`src/shared/pprh_cfg.svh`:
```
`ifndef PPRH_CFG_SVH
`define PPRH_CFG_SVH

// Register byte offsets
`define PPRH_OFF_CTRL      8'h00
`define PPRH_OFF_SLEW      8'h04
`define PPRH_OFF_LOCK      8'h08
`define PPRH_OFF_STATUS    8'h0C
`define PPRH_OFF_PL_MASK   8'h10
`define PPRH_OFF_PL_VAL    8'h14
`define PPRH_OFF_MC_STATE  8'h18
`define PPRH_OFF_SIG0      8'h20
`define PPRH_SIG_WORDS     5

// Field positions
`define PPRH_CTRL_SLEEP_EN 0
`define PPRH_LOCK_SET      0

// Reset values
`define PPRH_CTRL_RST      1'b0
`define PPRH_SLEW_RST      32'h0000_0000
`define PPRH_SIG_RST       32'h0000_0000

// Timing
`define PPRH_CLK_MHZ       40
`define PPRH_TPR_NS        10000
`define PPRH_TPR_CYC       ((`PPRH_TPR_NS * `PPRH_CLK_MHZ) / 1000)

`endif

```
`src/shared/pprh_pkg.sv`:
```
package pprh_pkg;

    typedef struct packed {
        logic locked;
        logic preload_hv;
        logic asleep;
        logic por_busy;
    } pprh_status_type;

    typedef struct packed {
        logic [7:0]  addr;
        logic [31:0] wdata;
    } pprh_wr_type;

endpackage : pprh_pkg

```
`src/design/pprh_ctrl.sv`:
```
// How it works
// - After power-up reset every macrocell register is cleared low.
// - Sleep pin acts as power-down control only when its enable bit is set.
// - While sleep pin is high, macrocell and config registers, pin outputs, enables and array inputs are held.
// - Outputs disabled at sleep entry stay disabled throughout sleep.
// - During sleep the pin, array and bus-write inputs are ignored; bus reads are still answered.
// - Input hold latches keep the last pin levels during sleep.
// - With sleep enabled the sleep pin's array input reads low; rest usable.
// - Each register can be preloaded high or low individually.
// - Preload is accepted only while the high-voltage detect input is high.
// - Per-output slew bit; slow is default and adds one cycle of delay.
// - Once the lock is set, config readback reads zero and preload is refused.
// - The 160-bit user signature stays readable after locking.
`timescale 1ns/1ps
`default_nettype none
`include "pprh_cfg.svh"

module pprh_ctrl #(
    parameter int NUM_MC        = 32,
    parameter int SLEEP_PIN_IDX = 0,
    parameter int POR_CYCLES    = `PPRH_TPR_CYC
) (
    input  wire logic                    i_clk,
    input  wire logic                    i_resetn,
    input  wire logic                    i_ce,
    // APB
    input  wire logic                    i_psel,
    input  wire logic                    i_penable,
    input  wire logic                    i_pwrite,
    input  wire logic [7:0]              i_paddr,
    input  wire logic [31:0]             i_pwdata,
    output logic [31:0]                  o_prdata,
    output logic                         o_pready,
    output logic                         o_pslverr,
    // Device pins and array
    input  wire logic                    i_sleep_hold_pin,
    input  wire logic                    i_preload_hv,
    input  wire logic [NUM_MC-1:0]       i_pin_in,
    input  wire logic [NUM_MC-1:0]       i_mc_d,
    input  wire logic                    i_mc_load,
    input  wire logic [NUM_MC-1:0]       i_oe_req,
    output logic [NUM_MC-1:0]            o_array_in,
    output logic [NUM_MC-1:0]            o_mc_q,
    output logic [NUM_MC-1:0]            o_pin_out,
    output logic [NUM_MC-1:0]            o_pin_oe,
    output logic [NUM_MC-1:0]            o_slew_fast,
    output pprh_pkg::pprh_status_type    o_status
);

    logic                      por_busy;
    logic                      sleep_en_q;
    logic [NUM_MC-1:0]         slew_q;
    logic                      lock_q;
    logic [NUM_MC-1:0]         pl_mask_q;
    logic [31:0]               sig_q [`PPRH_SIG_WORDS];
    logic [NUM_MC-1:0]         in_hold_q;
    logic [NUM_MC-1:0]         slow_q;
    logic [NUM_MC-1:0]         oe_hold_q;
    logic                      asleep;
    logic                      wr;
    pprh_pkg::pprh_wr_type     wr_req;
    logic [31:0]               rd_data;
    logic                      rd_err;
    logic                      wr_err;
    logic                      pl_ok;
    logic                      pl_wr;
    logic [NUM_MC-1:0]         pl_val;
    logic [NUM_MC-1:0]         mc_next;

    pprh_por_timer #(
        .CYCLES   (POR_CYCLES)
    ) u_por (
        .i_clk    (i_clk),
        .i_resetn (i_resetn),
        .i_ce     (i_ce),
        .o_busy   (por_busy)
    );

    pprh_apb_slave u_apb (
        .i_clk     (i_clk),
        .i_resetn  (i_resetn),
        .i_ce      (i_ce),
        .i_psel    (i_psel),
        .i_penable (i_penable),
        .i_pwrite  (i_pwrite),
        .i_paddr   (i_paddr),
        .i_pwdata  (i_pwdata),
        .i_rd_data (rd_data),
        .i_rd_err  (rd_err),
        .i_wr_err  (wr_err),
        .o_wr      (wr),
        .o_wr_req  (wr_req),
        .o_prdata  (o_prdata),
        .o_pready  (o_pready),
        .o_pslverr (o_pslverr)
    );

    assign asleep = sleep_en_q && i_sleep_hold_pin;
    assign pl_ok  = i_preload_hv && !lock_q && !asleep && !por_busy;
    assign pl_wr  = wr && (wr_req.addr == `PPRH_OFF_PL_VAL);
    assign pl_val = wr_req.wdata[NUM_MC-1:0];

    // Read decode; configuration readback blanks once locked
    always_comb begin
        rd_data = 32'h0000_0000;
        rd_err  = 1'b0;
        case (i_paddr)
            `PPRH_OFF_CTRL: begin
                rd_data[`PPRH_CTRL_SLEEP_EN] = sleep_en_q && !lock_q;
            end
            `PPRH_OFF_SLEW: begin
                rd_data[NUM_MC-1:0] = lock_q ? '0 : slew_q;
            end
            `PPRH_OFF_LOCK: begin
                rd_data[`PPRH_LOCK_SET] = lock_q;
            end
            `PPRH_OFF_STATUS: begin
                rd_data[3:0] = {lock_q, i_preload_hv, asleep, por_busy};
            end
            `PPRH_OFF_PL_MASK: begin
                rd_data[NUM_MC-1:0] = lock_q ? '0 : pl_mask_q;
            end
            `PPRH_OFF_PL_VAL: begin
                rd_data = 32'h0000_0000;
            end
            `PPRH_OFF_MC_STATE: begin
                rd_data[NUM_MC-1:0] = o_mc_q;
            end
            default: begin
                if (i_paddr >= `PPRH_OFF_SIG0 && i_paddr[1:0] == 2'b00
                    && i_paddr < 8'(`PPRH_OFF_SIG0 + 4 * `PPRH_SIG_WORDS)) begin
                    rd_data = sig_q[3'(i_paddr[7:2] - 6'(`PPRH_OFF_SIG0 >> 2))];
                end else begin
                    rd_err = 1'b1;
                end
            end
        endcase
    end

    // Write refusal: bus writes are blocked in sleep, locked items are refused
    // Decided in the first access cycle, so the flag is registered before completion
    always_comb begin
        wr_err = 1'b0;
        if (asleep) begin
            wr_err = 1'b1;
        end else begin
            case (i_paddr)
                `PPRH_OFF_CTRL, `PPRH_OFF_SLEW, `PPRH_OFF_LOCK: begin
                    wr_err = 1'b0;
                end
                `PPRH_OFF_PL_MASK, `PPRH_OFF_PL_VAL: begin
                    wr_err = !pl_ok;
                end
                `PPRH_OFF_STATUS, `PPRH_OFF_MC_STATE: begin
                    wr_err = 1'b1;
                end
                default: begin
                    wr_err = !(i_paddr >= `PPRH_OFF_SIG0 && i_paddr[1:0] == 2'b00
                        && i_paddr < 8'(`PPRH_OFF_SIG0 + 4 * `PPRH_SIG_WORDS))
                        || lock_q;
                end
            endcase
        end
    end

    // Configuration bits
    always_ff @(posedge i_clk or negedge i_resetn) begin
        if (!i_resetn) begin
            sleep_en_q <= `PPRH_CTRL_RST;
            slew_q     <= NUM_MC'(`PPRH_SLEW_RST);
            pl_mask_q  <= '0;
        end else if (i_ce && wr) begin
            case (wr_req.addr)
                `PPRH_OFF_CTRL: begin
                    sleep_en_q <= wr_req.wdata[`PPRH_CTRL_SLEEP_EN];
                end
                `PPRH_OFF_SLEW: begin
                    slew_q <= wr_req.wdata[NUM_MC-1:0];
                end
                `PPRH_OFF_PL_MASK: begin
                    pl_mask_q <= wr_req.wdata[NUM_MC-1:0];
                end
                default: begin
                    pl_mask_q <= pl_mask_q;
                end
            endcase
        end
    end

    // Lock is write-one-to-set and acts from the next cycle on
    // Sticky until reset, so no bus sequence can undo it
    always_ff @(posedge i_clk or negedge i_resetn) begin
        if (!i_resetn) begin
            lock_q <= 1'b0;
        end else if (i_ce && wr && wr_req.addr == `PPRH_OFF_LOCK
                     && wr_req.wdata[`PPRH_LOCK_SET]) begin
            lock_q <= 1'b1;
        end
    end

    // User signature words
    always_ff @(posedge i_clk or negedge i_resetn) begin
        if (!i_resetn) begin
            for (int w = 0; w < `PPRH_SIG_WORDS; w++) begin
                sig_q[w] <= `PPRH_SIG_RST;
            end
        end else if (i_ce && wr && wr_req.addr >= `PPRH_OFF_SIG0) begin
            sig_q[3'(wr_req.addr[7:2] - 6'(`PPRH_OFF_SIG0 >> 2))] <= wr_req.wdata;
        end
    end

    // Macrocell register next value: preload overrides the array load
    // Forcing zero here keeps the pin stage low along with the register
    always_comb begin
        mc_next = o_mc_q;
        if (por_busy) begin
            mc_next = '0;
        end else if (pl_wr) begin
            mc_next = (o_mc_q & ~pl_mask_q) | (pl_val & pl_mask_q);
        end else if (i_mc_load) begin
            mc_next = i_mc_d;
        end
    end

    // Cleared through the power-up interval, frozen in sleep, no reset on wake
    always_ff @(posedge i_clk or negedge i_resetn) begin
        if (!i_resetn) begin
            o_mc_q <= '0;
        end else if (i_ce) begin
            if (por_busy) begin
                o_mc_q <= '0;
            end else if (!asleep) begin
                o_mc_q <= mc_next;
            end
        end
    end

    // Pin keepers: follow pins when awake, hold the last level in sleep
    always_ff @(posedge i_clk or negedge i_resetn) begin
        if (!i_resetn) begin
            in_hold_q <= '0;
        end else if (i_ce && !asleep) begin
            in_hold_q <= i_pin_in;
        end
    end

    // Output stage per pin; slow edges cost one extra register stage
    for (genvar g = 0; g < NUM_MC; g++) begin : g_pin
        // Data path and edge-rate select
        always_ff @(posedge i_clk or negedge i_resetn) begin
            if (!i_resetn) begin
                slow_q[g]      <= 1'b0;
                o_pin_out[g]   <= 1'b0;
                o_slew_fast[g] <= 1'b0;
            end else if (i_ce && !asleep) begin
                slow_q[g]      <= mc_next[g];
                o_pin_out[g]   <= slew_q[g] ? mc_next[g] : slow_q[g];
                o_slew_fast[g] <= slew_q[g];
            end
        end

        // Enable path; a pin floating at sleep entry keeps floating
        always_ff @(posedge i_clk or negedge i_resetn) begin
            if (!i_resetn) begin
                oe_hold_q[g] <= 1'b0;
                o_pin_oe[g]  <= 1'b0;
            end else if (i_ce && !asleep) begin
                oe_hold_q[g] <= i_oe_req[g];
                o_pin_oe[g]  <= oe_hold_q[g];
            end
        end

        // Array input; the sleep pin's own lane reads low while it is the control
        always_ff @(posedge i_clk or negedge i_resetn) begin
            if (!i_resetn) begin
                o_array_in[g] <= 1'b0;
            end else if (i_ce && !asleep) begin
                if (g == SLEEP_PIN_IDX && sleep_en_q) begin
                    o_array_in[g] <= 1'b0;
                end else begin
                    o_array_in[g] <= in_hold_q[g];
                end
            end
        end
    end

    // Status mirror for the board
    always_ff @(posedge i_clk or negedge i_resetn) begin
        if (!i_resetn) begin
            o_status <= '{locked: 1'b0, preload_hv: 1'b0, asleep: 1'b0, por_busy: 1'b1};
        end else if (i_ce) begin
            o_status.locked     <= lock_q;
            o_status.preload_hv <= i_preload_hv;
            o_status.asleep     <= asleep;
            o_status.por_busy   <= por_busy;
        end
    end

endmodule : pprh_ctrl

`default_nettype wire

```
`src/design/pprh_por_timer.sv`:
```
`timescale 1ns/1ps
`default_nettype none
`include "pprh_cfg.svh"

module pprh_por_timer #(
    parameter int CYCLES = `PPRH_TPR_CYC
) (
    input  wire logic i_clk,
    input  wire logic i_resetn,
    input  wire logic i_ce,
    output logic      o_busy
);

    localparam int CW = $clog2(CYCLES + 1);

    logic [CW-1:0] cnt_q;

    // Busy from reset release until the interval has run out
    always_ff @(posedge i_clk or negedge i_resetn) begin
        if (!i_resetn) begin
            cnt_q  <= '0;
            o_busy <= 1'b1;
        end else if (i_ce && o_busy) begin
            if (cnt_q == CW'(CYCLES - 1)) begin
                o_busy <= 1'b0;
            end
            cnt_q <= cnt_q + CW'(1);
        end
    end

endmodule : pprh_por_timer

`default_nettype wire

```
`src/design/pprh_apb_slave.sv`:
```
`timescale 1ns/1ps
`default_nettype none

module pprh_apb_slave (
    input  wire logic                 i_clk,
    input  wire logic                 i_resetn,
    input  wire logic                 i_ce,
    input  wire logic                 i_psel,
    input  wire logic                 i_penable,
    input  wire logic                 i_pwrite,
    input  wire logic [7:0]           i_paddr,
    input  wire logic [31:0]          i_pwdata,
    input  wire logic [31:0]          i_rd_data,
    input  wire logic                 i_rd_err,
    input  wire logic                 i_wr_err,
    output logic                      o_wr,
    output pprh_pkg::pprh_wr_type     o_wr_req,
    output logic [31:0]               o_prdata,
    output logic                      o_pready,
    output logic                      o_pslverr
);

    logic access;

    assign access          = i_psel && i_penable;
    // Write lands on the completing edge, and only if it was not refused
    assign o_wr            = access && o_pready && i_pwrite && !o_pslverr;
    assign o_wr_req.addr   = i_paddr;
    assign o_wr_req.wdata  = i_pwdata;

    // One wait state keeps read data and the error flag registered
    always_ff @(posedge i_clk or negedge i_resetn) begin
        if (!i_resetn) begin
            o_pready  <= 1'b0;
            o_prdata  <= 32'h0000_0000;
            o_pslverr <= 1'b0;
        end else if (i_ce) begin
            o_pready <= access && !o_pready;
            if (access && !o_pready) begin
                o_prdata  <= i_pwrite ? 32'h0000_0000 : i_rd_data;
                o_pslverr <= i_pwrite ? i_wr_err : i_rd_err;
            end else begin
                o_pslverr <= 1'b0;
            end
        end
    end

endmodule : pprh_apb_slave

`default_nettype wire

```
`config.mk`:
```
export PLATFORM = sky130hd
export DESIGN_NAME = pprh_ctrl
export DESIGN_NICKNAME = d
export VERILOG_FILES = /design/src/shared/pprh_pkg.sv /design/src/design/pprh_ctrl.sv /design/src/design/pprh_por_timer.sv /design/src/design/pprh_apb_slave.sv
export VERILOG_INCLUDE_DIRS = /design/src /design/src/shared
export SDC_FILE = /design/constraint.sdc
export NUM_CORES = 1
export LEC_CHECK = 0
export ABC_AREA = 1
export BUFFER_PORTS_ARGS = -buffer_cell sky130_fd_sc_hd__buf_2
export CELL_PAD_IN_SITES_DETAIL_PLACEMENT = 0
export CELL_PAD_IN_SITES_GLOBAL_PLACEMENT = 2
export CORE_MARGIN = 5
export CORE_UTILIZATION = 34
export CTS_BUF_LIST = sky130_fd_sc_hd__clkbuf_8
export DETAILED_ROUTE_END_ITERATION = 10
export PLACE_DENSITY_LB_ADDON = 0.1
export SKIP_CTS_REPAIR_TIMING = 1
export SLEW_MARGIN = 20
export SYNTH_ARGS = -nofsm -noshare
export SYNTH_HDL_FRONTEND = slang
export SYNTH_SLANG_ARGS = --single-unit
```
`constraint.sdc`:
```
create_clock -name i_clk -period 2.05 [get_ports i_clk]
set_input_delay 0 -clock i_clk [delete_from_list [all_inputs] [get_ports i_clk]]
set_output_delay 0 -clock i_clk [all_outputs]
set_load 0.005 [all_outputs]
```
==> impl_metrics.xml <==
<?xml version="1.0" encoding="UTF-8"?>
<metrics>
  <group name="synthesis">
    <metric name="netlist_area" unit="um2">24500</metric>
    <metric name="post_synthesis_compound_gate_area_fraction" unit="%">9.95</metric>
    <metric name="yosys_top_cell_by_area" unit="">dfrtp_1</metric>
    <metric name="number_of_distinct_library_cell_variants_in_the_gate_level_netlist_after_synthesis" unit="">31</metric>
    <metric name="yosys_warnings" unit="">0</metric>
    <metric name="async_flop_share" unit="%">100</metric>
    <metric name="synth_enable_flop_cells" unit="">0</metric>
    <metric name="synthesis.instances" unit="">3232</metric>
    <metric name="synth_area_per_cell" unit="um2">7.58</metric>
    <metric name="synthFlopType" unit="">dfrtp_1</metric>
    <metric name="post_synth_fa_ha_maj_area_fraction" unit="%">0.0511</metric>
    <metric name="synth_sequential_area_ratio" unit="%">54.2</metric>
    <metric name="synth.ff_latch_count" unit="">530</metric>
    <metric name="synthSimpleGateAreaFrac" unit="%">27.6</metric>
    <metric name="synth.top_cells.by_area" unit="">dfrtp_1, nand2_1, o21ai_0</metric>
    <metric name="yosys.cell_count.top_type" unit="">nand2_1</metric>
    <metric name="yosys.area_share.xor_xnor" unit="%">0.286</metric>
    <metric name="synth.top_cell.area_share" unit="%">54.0</metric>
    <metric name="postSynthNetCount" unit="">3378</metric>
    <metric name="synthTopCellsByCount" unit="">nand2_1, dfrtp_1, inv_1</metric>
    <metric name="synth.area.mux_share" unit="%">0.0460</metric>
    <metric name="largest_family_of_logic_cells_by_synthesized_area" unit="">simple AND/OR/NAND/NOR gates</metric>
  </group>
  <group name="min_path">
    <metric name="min_path_cells" unit="">9</metric>
    <metric name="hold_wc_startpoint" unit="">i_paddr[5]</metric>
    <metric name="hold_path.class" unit="">in -&gt; reg</metric>
    <metric name="hold_path_end" unit="">u_apb.o_prdata[0]</metric>
  </group>
  <group name="cells_and_area">
    <metric name="syn_to_final_growth" unit="%">27.9</metric>
    <metric name="nets" unit="">3894</metric>
    <metric name="ff_latch_area" unit="um2">13300</metric>
    <metric name="flip_flop_count_of_the_largest_register_after_layout" unit="">160</metric>
    <metric name="multi_input_comb_area" unit="um2">9310</metric>
    <metric name="largest_register" unit="">sig_q</metric>
    <metric name="fillCellCount" unit="">7434</metric>
    <metric name="drive_above_1_share" unit="%">16.2</metric>
  </group>
  <group name="route">
    <metric name="initial_drc_count" unit="">1831</metric>
    <metric name="postRouteWirelength" unit="mm">89.6</metric>
    <metric name="drt_pre_antenna_iters" unit="">6</metric>
    <metric name="routed_wire_length_per_instance" unit="um">18.7</metric>
    <metric name="postRouteAntennaNets" unit="">0</metric>
    <metric name="dr_total_vias" unit="">22658</metric>
    <metric name="viasPerCell" unit="">4.74</metric>
    <metric name="drc" unit="">0</metric>
  </group>
  <group name="worst_setup_path">
    <metric name="setup.worst_path.class" unit="">reg -&gt; reg</metric>
    <metric name="critical_path_required" unit="ps">2680</metric>
    <metric name="worst_path_slowest_cell" unit="">dfrtp_1</metric>
    <metric name="crit_path_cell_trace" unit="">nor3_4, buf_12, nand2_1, buf_12, nand2_1, nand3_1, o21ai_0, nand2_1, nand2_1</metric>
    <metric name="r2r-end" unit="">o_pin_out[12]</metric>
    <metric name="critPathTopFamily" unit="">simple AND/OR/NAND/NOR gates</metric>
    <metric name="cp.arrival" unit="ps">2410</metric>
    <metric name="setup.reg_to_reg.worst_slack" unit="ps">270</metric>
    <metric name="timing.reg2reg.worst_path_depth" unit="">9</metric>
    <metric name="path_common_cell" unit="">nand2_1</metric>
    <metric name="critPathMaxStageDelay" unit="ps">410</metric>
    <metric name="crit_buf_inv" unit="">2</metric>
    <metric name="timing.critical_path.to_type" unit="">flop</metric>
    <metric name="critical_path_source_type" unit="">flop</metric>
    <metric name="critical_path.max_fanout" unit="">33</metric>
    <metric name="timing.rr.start" unit="">u_apb.o_pslverr</metric>
  </group>
  <group name="timing">
    <metric name="fmax" unit="MHz">563</metric>
    <metric name="timing.clock.skew" unit="ps">31.4</metric>
    <metric name="setup_viol" unit="">0</metric>
    <metric name="rsz0062_at_grt" unit="">false</metric>
    <metric name="hold-worst-slack" unit="ps">-6.00</metric>
    <metric name="worst_slew_pin_slew" unit="ps">714</metric>
    <metric name="final-hold-violation-count" unit="">2</metric>
    <metric name="timing.final.max_slew_violations" unit="">0</metric>
    <metric name="finalSetupTns" unit="ps">0</metric>
    <metric name="timing.final.ws_setup" unit="ps">272</metric>
    <metric name="post-route-period-util" unit="%">86.7</metric>
    <metric name="layout_min_cycle_time" unit="ps">1780</metric>
    <metric name="max_slew_margin" unit="%">52.4</metric>
  </group>
  <group name="power_and_ir_drop">
    <metric name="max-vdd-ir-drop" unit="mV">0.404</metric>
    <metric name="power.switching" unit="W">0.00640</metric>
    <metric name="power_density" unit="nW/um2">760</metric>
    <metric name="power.clock.fraction" unit="%">42.9</metric>
    <metric name="p_int" unit="W">0.0174</metric>
    <metric name="power.leakage" unit="nW">16.4</metric>
    <metric name="switching_share" unit="%">26.9</metric>
    <metric name="power.combinational.fraction" unit="%">10.1</metric>
    <metric name="power_frac_seq" unit="%">47.0</metric>
  </group>
  <group name="clocking">
    <metric name="cts_htree_levels" unit="">3</metric>
    <metric name="num_clock_sinks" unit="">530</metric>
    <metric name="cts.clk_slew.worst_paths" unit="ps">60</metric>
    <metric name="clock_tree.buffer_depth" unit="">3</metric>
    <metric name="tritoncts_clock_tree" unit="">yes</metric>
    <metric name="cts.root.buffer_cell" unit="">clkbuf_8</metric>
    <metric name="clock_latency" unit="ps">700</metric>
    <metric name="cts_made_buffers" unit="">99</metric>
  </group>
  <group name="global_routing">
    <metric name="initial_antenna_violation_count" unit="">5</metric>
    <metric name="globalRoute.totalOverflow" unit="">0</metric>
    <metric name="grt_start_max_net_pins" unit="">88</metric>
    <metric name="first_pass_grt_wire_length" unit="mm">136</metric>
    <metric name="first_global_vias" unit="">21740</metric>
    <metric name="globalRouteTotalUtil" unit="%">22.5</metric>
  </group>
  <group name="outcome">
    <metric name="run_status" unit="">finished with violations</metric>
    <metric name="failed_checks" unit="">negative hold slack</metric>
  </group>
  <group name="floorplanning">
    <metric name="floorplan.core_area" unit="um2">71500</metric>
    <metric name="num_io_pins" unit="">343</metric>
    <metric name="initial_utilization" unit="%">34.3</metric>
    <metric name="fp-row-count" unit="">98</metric>
    <metric name="chipWidth" unit="um">278</metric>
    <metric name="dieArea" unit="um2">77500</metric>
    <metric name="die_h" unit="um">278</metric>
  </group>
  <group name="place">
    <metric name="port_buffers" unit="">342</metric>
    <metric name="gp_congestion" unit="">0.850</metric>
    <metric name="post-dp-hpwl" unit="mm">61.5</metric>
    <metric name="dp_worst_setup_slack" unit="ps">137</metric>
  </group>
  <group name="flow_run">
    <metric name="max_cap_viol_count" unit="">0</metric>
  </group>
</metrics>
## per-layer routing
| layer | GRT usage (%) | share of wire, % |
|---|---|---|
| met1 | 33.7 | 48 |
| met2 | 33.8 | 43 |
| met3 | 4.10 | 6.0 |
| met4 | 5.54 | 2.5 |
| met5 | 0 | 0 |
## tightest hold or removal path: stages
cell,delay (ps)
buf_2,150
nand2_1,80
nor2_1,40
nand2_1,80
inv_1,60
nand3_1,80
nand2_1,50
nand3_1,70
nand2_1,50
## placed cells by master (no fill, tap or decap), drive strengths merged
| cell | n |
|---|---|
| nand2 | 1294 |
| dfrtp | 528 |
| buf | 457 |
| o21ai | 448 |
| inv | 369 |
| nor2 | 198 |
| nand3 | 174 |
| dlygate4sd3 | 138 |
| clkbuf | 124 |
| a21oi | 34 |
| nand4 | 28 |
| xor2 | 7 |
| clkinv | 6 |
| or2 | 5 |
| nor3 | 4 |
| o21bai | 2 |
| clkinvlp | 2 |
| dfstp | 2 |
| diode | 1 |
| and2 | 1 |
| nand3b | 1 |
| xnor2 | 1 |
| mux2 | 1 |
| a41oi | 1 |
| ha | 1 |
| bufinv | 1 |
## power groups by stage
stage	combinational, W	clock [W]	sequential (W)
6_report	0.00240	0.0102	0.0112
5_1_grt	0.00272	0.0110	0.0112
4_1_cts	0.00222	0.0106	0.0112
3_5_place_dp	0.00222	0	0.0114
3_3_place_gp	0.00218	0	0.0114
2_1_floorplan	0.00103	0	0.0113
## worst max-delay path by stage
| stage | start | endpoint | slack, ps | cells past startpoint |
|---|---|---|---|---|
| 2_1_floorplan | u_apb.o_pready | sig_q[151] | 290 | 10 |
| 3_3_place_gp | i_paddr[7] | slew_q[4] | 190 | 9 |
| 3_5_place_dp | i_paddr[7] | slew_q[8] | 140 | 9 |
| 4_1_cts | u_apb.o_pslverr | sig_q[66] | 270 | 8 |
| 5_1_grt | sleep_en_q | o_pin_out[23] | 110 | 8 |
| 6_report | u_apb.o_pslverr | o_pin_out[12] | 270 | 9 |
## area by class of cell
cell class | instances | area share, %
Sequential cell | 530 | 42.3
Multi-Input combinational cell | 2200 | 29.7
Timing Repair Buffer | 595 | 13.9
Clock buffer | 124 | 5.45
Inverter | 322 | 3.87
Tap cell | 950 | 3.79
Clock inverter | 56 | 0.911
Antenna cell | 1 | 0.00799
## kinds of logic after synthesis
| family | count (synthesis) |
|---|---|
| DFF | 530 |
| xor gates and xnor gates | 8 |
| buffers and inverters | 502 |
| muxes | 1 |
| AOI/OAI and AO/OA | 485 |
| and+or+nand+nor | 1705 |
| adders and majority gates | 1 |
## per-stage QoR
step	instances	total power [W]	area, um2	util, %
final	4778	0.0238	31300	43.8
after CTS	4638	0.0240	29900	41.8
after global placement	4458	0.0135	27900	39.1
after global routing	4778	0.0250	31300	43.8
after detailed placement	4458	0.0136	27900	39.1
after floorplan	3232	0.0124	24500	-
(Power assumes the default switching activity.)
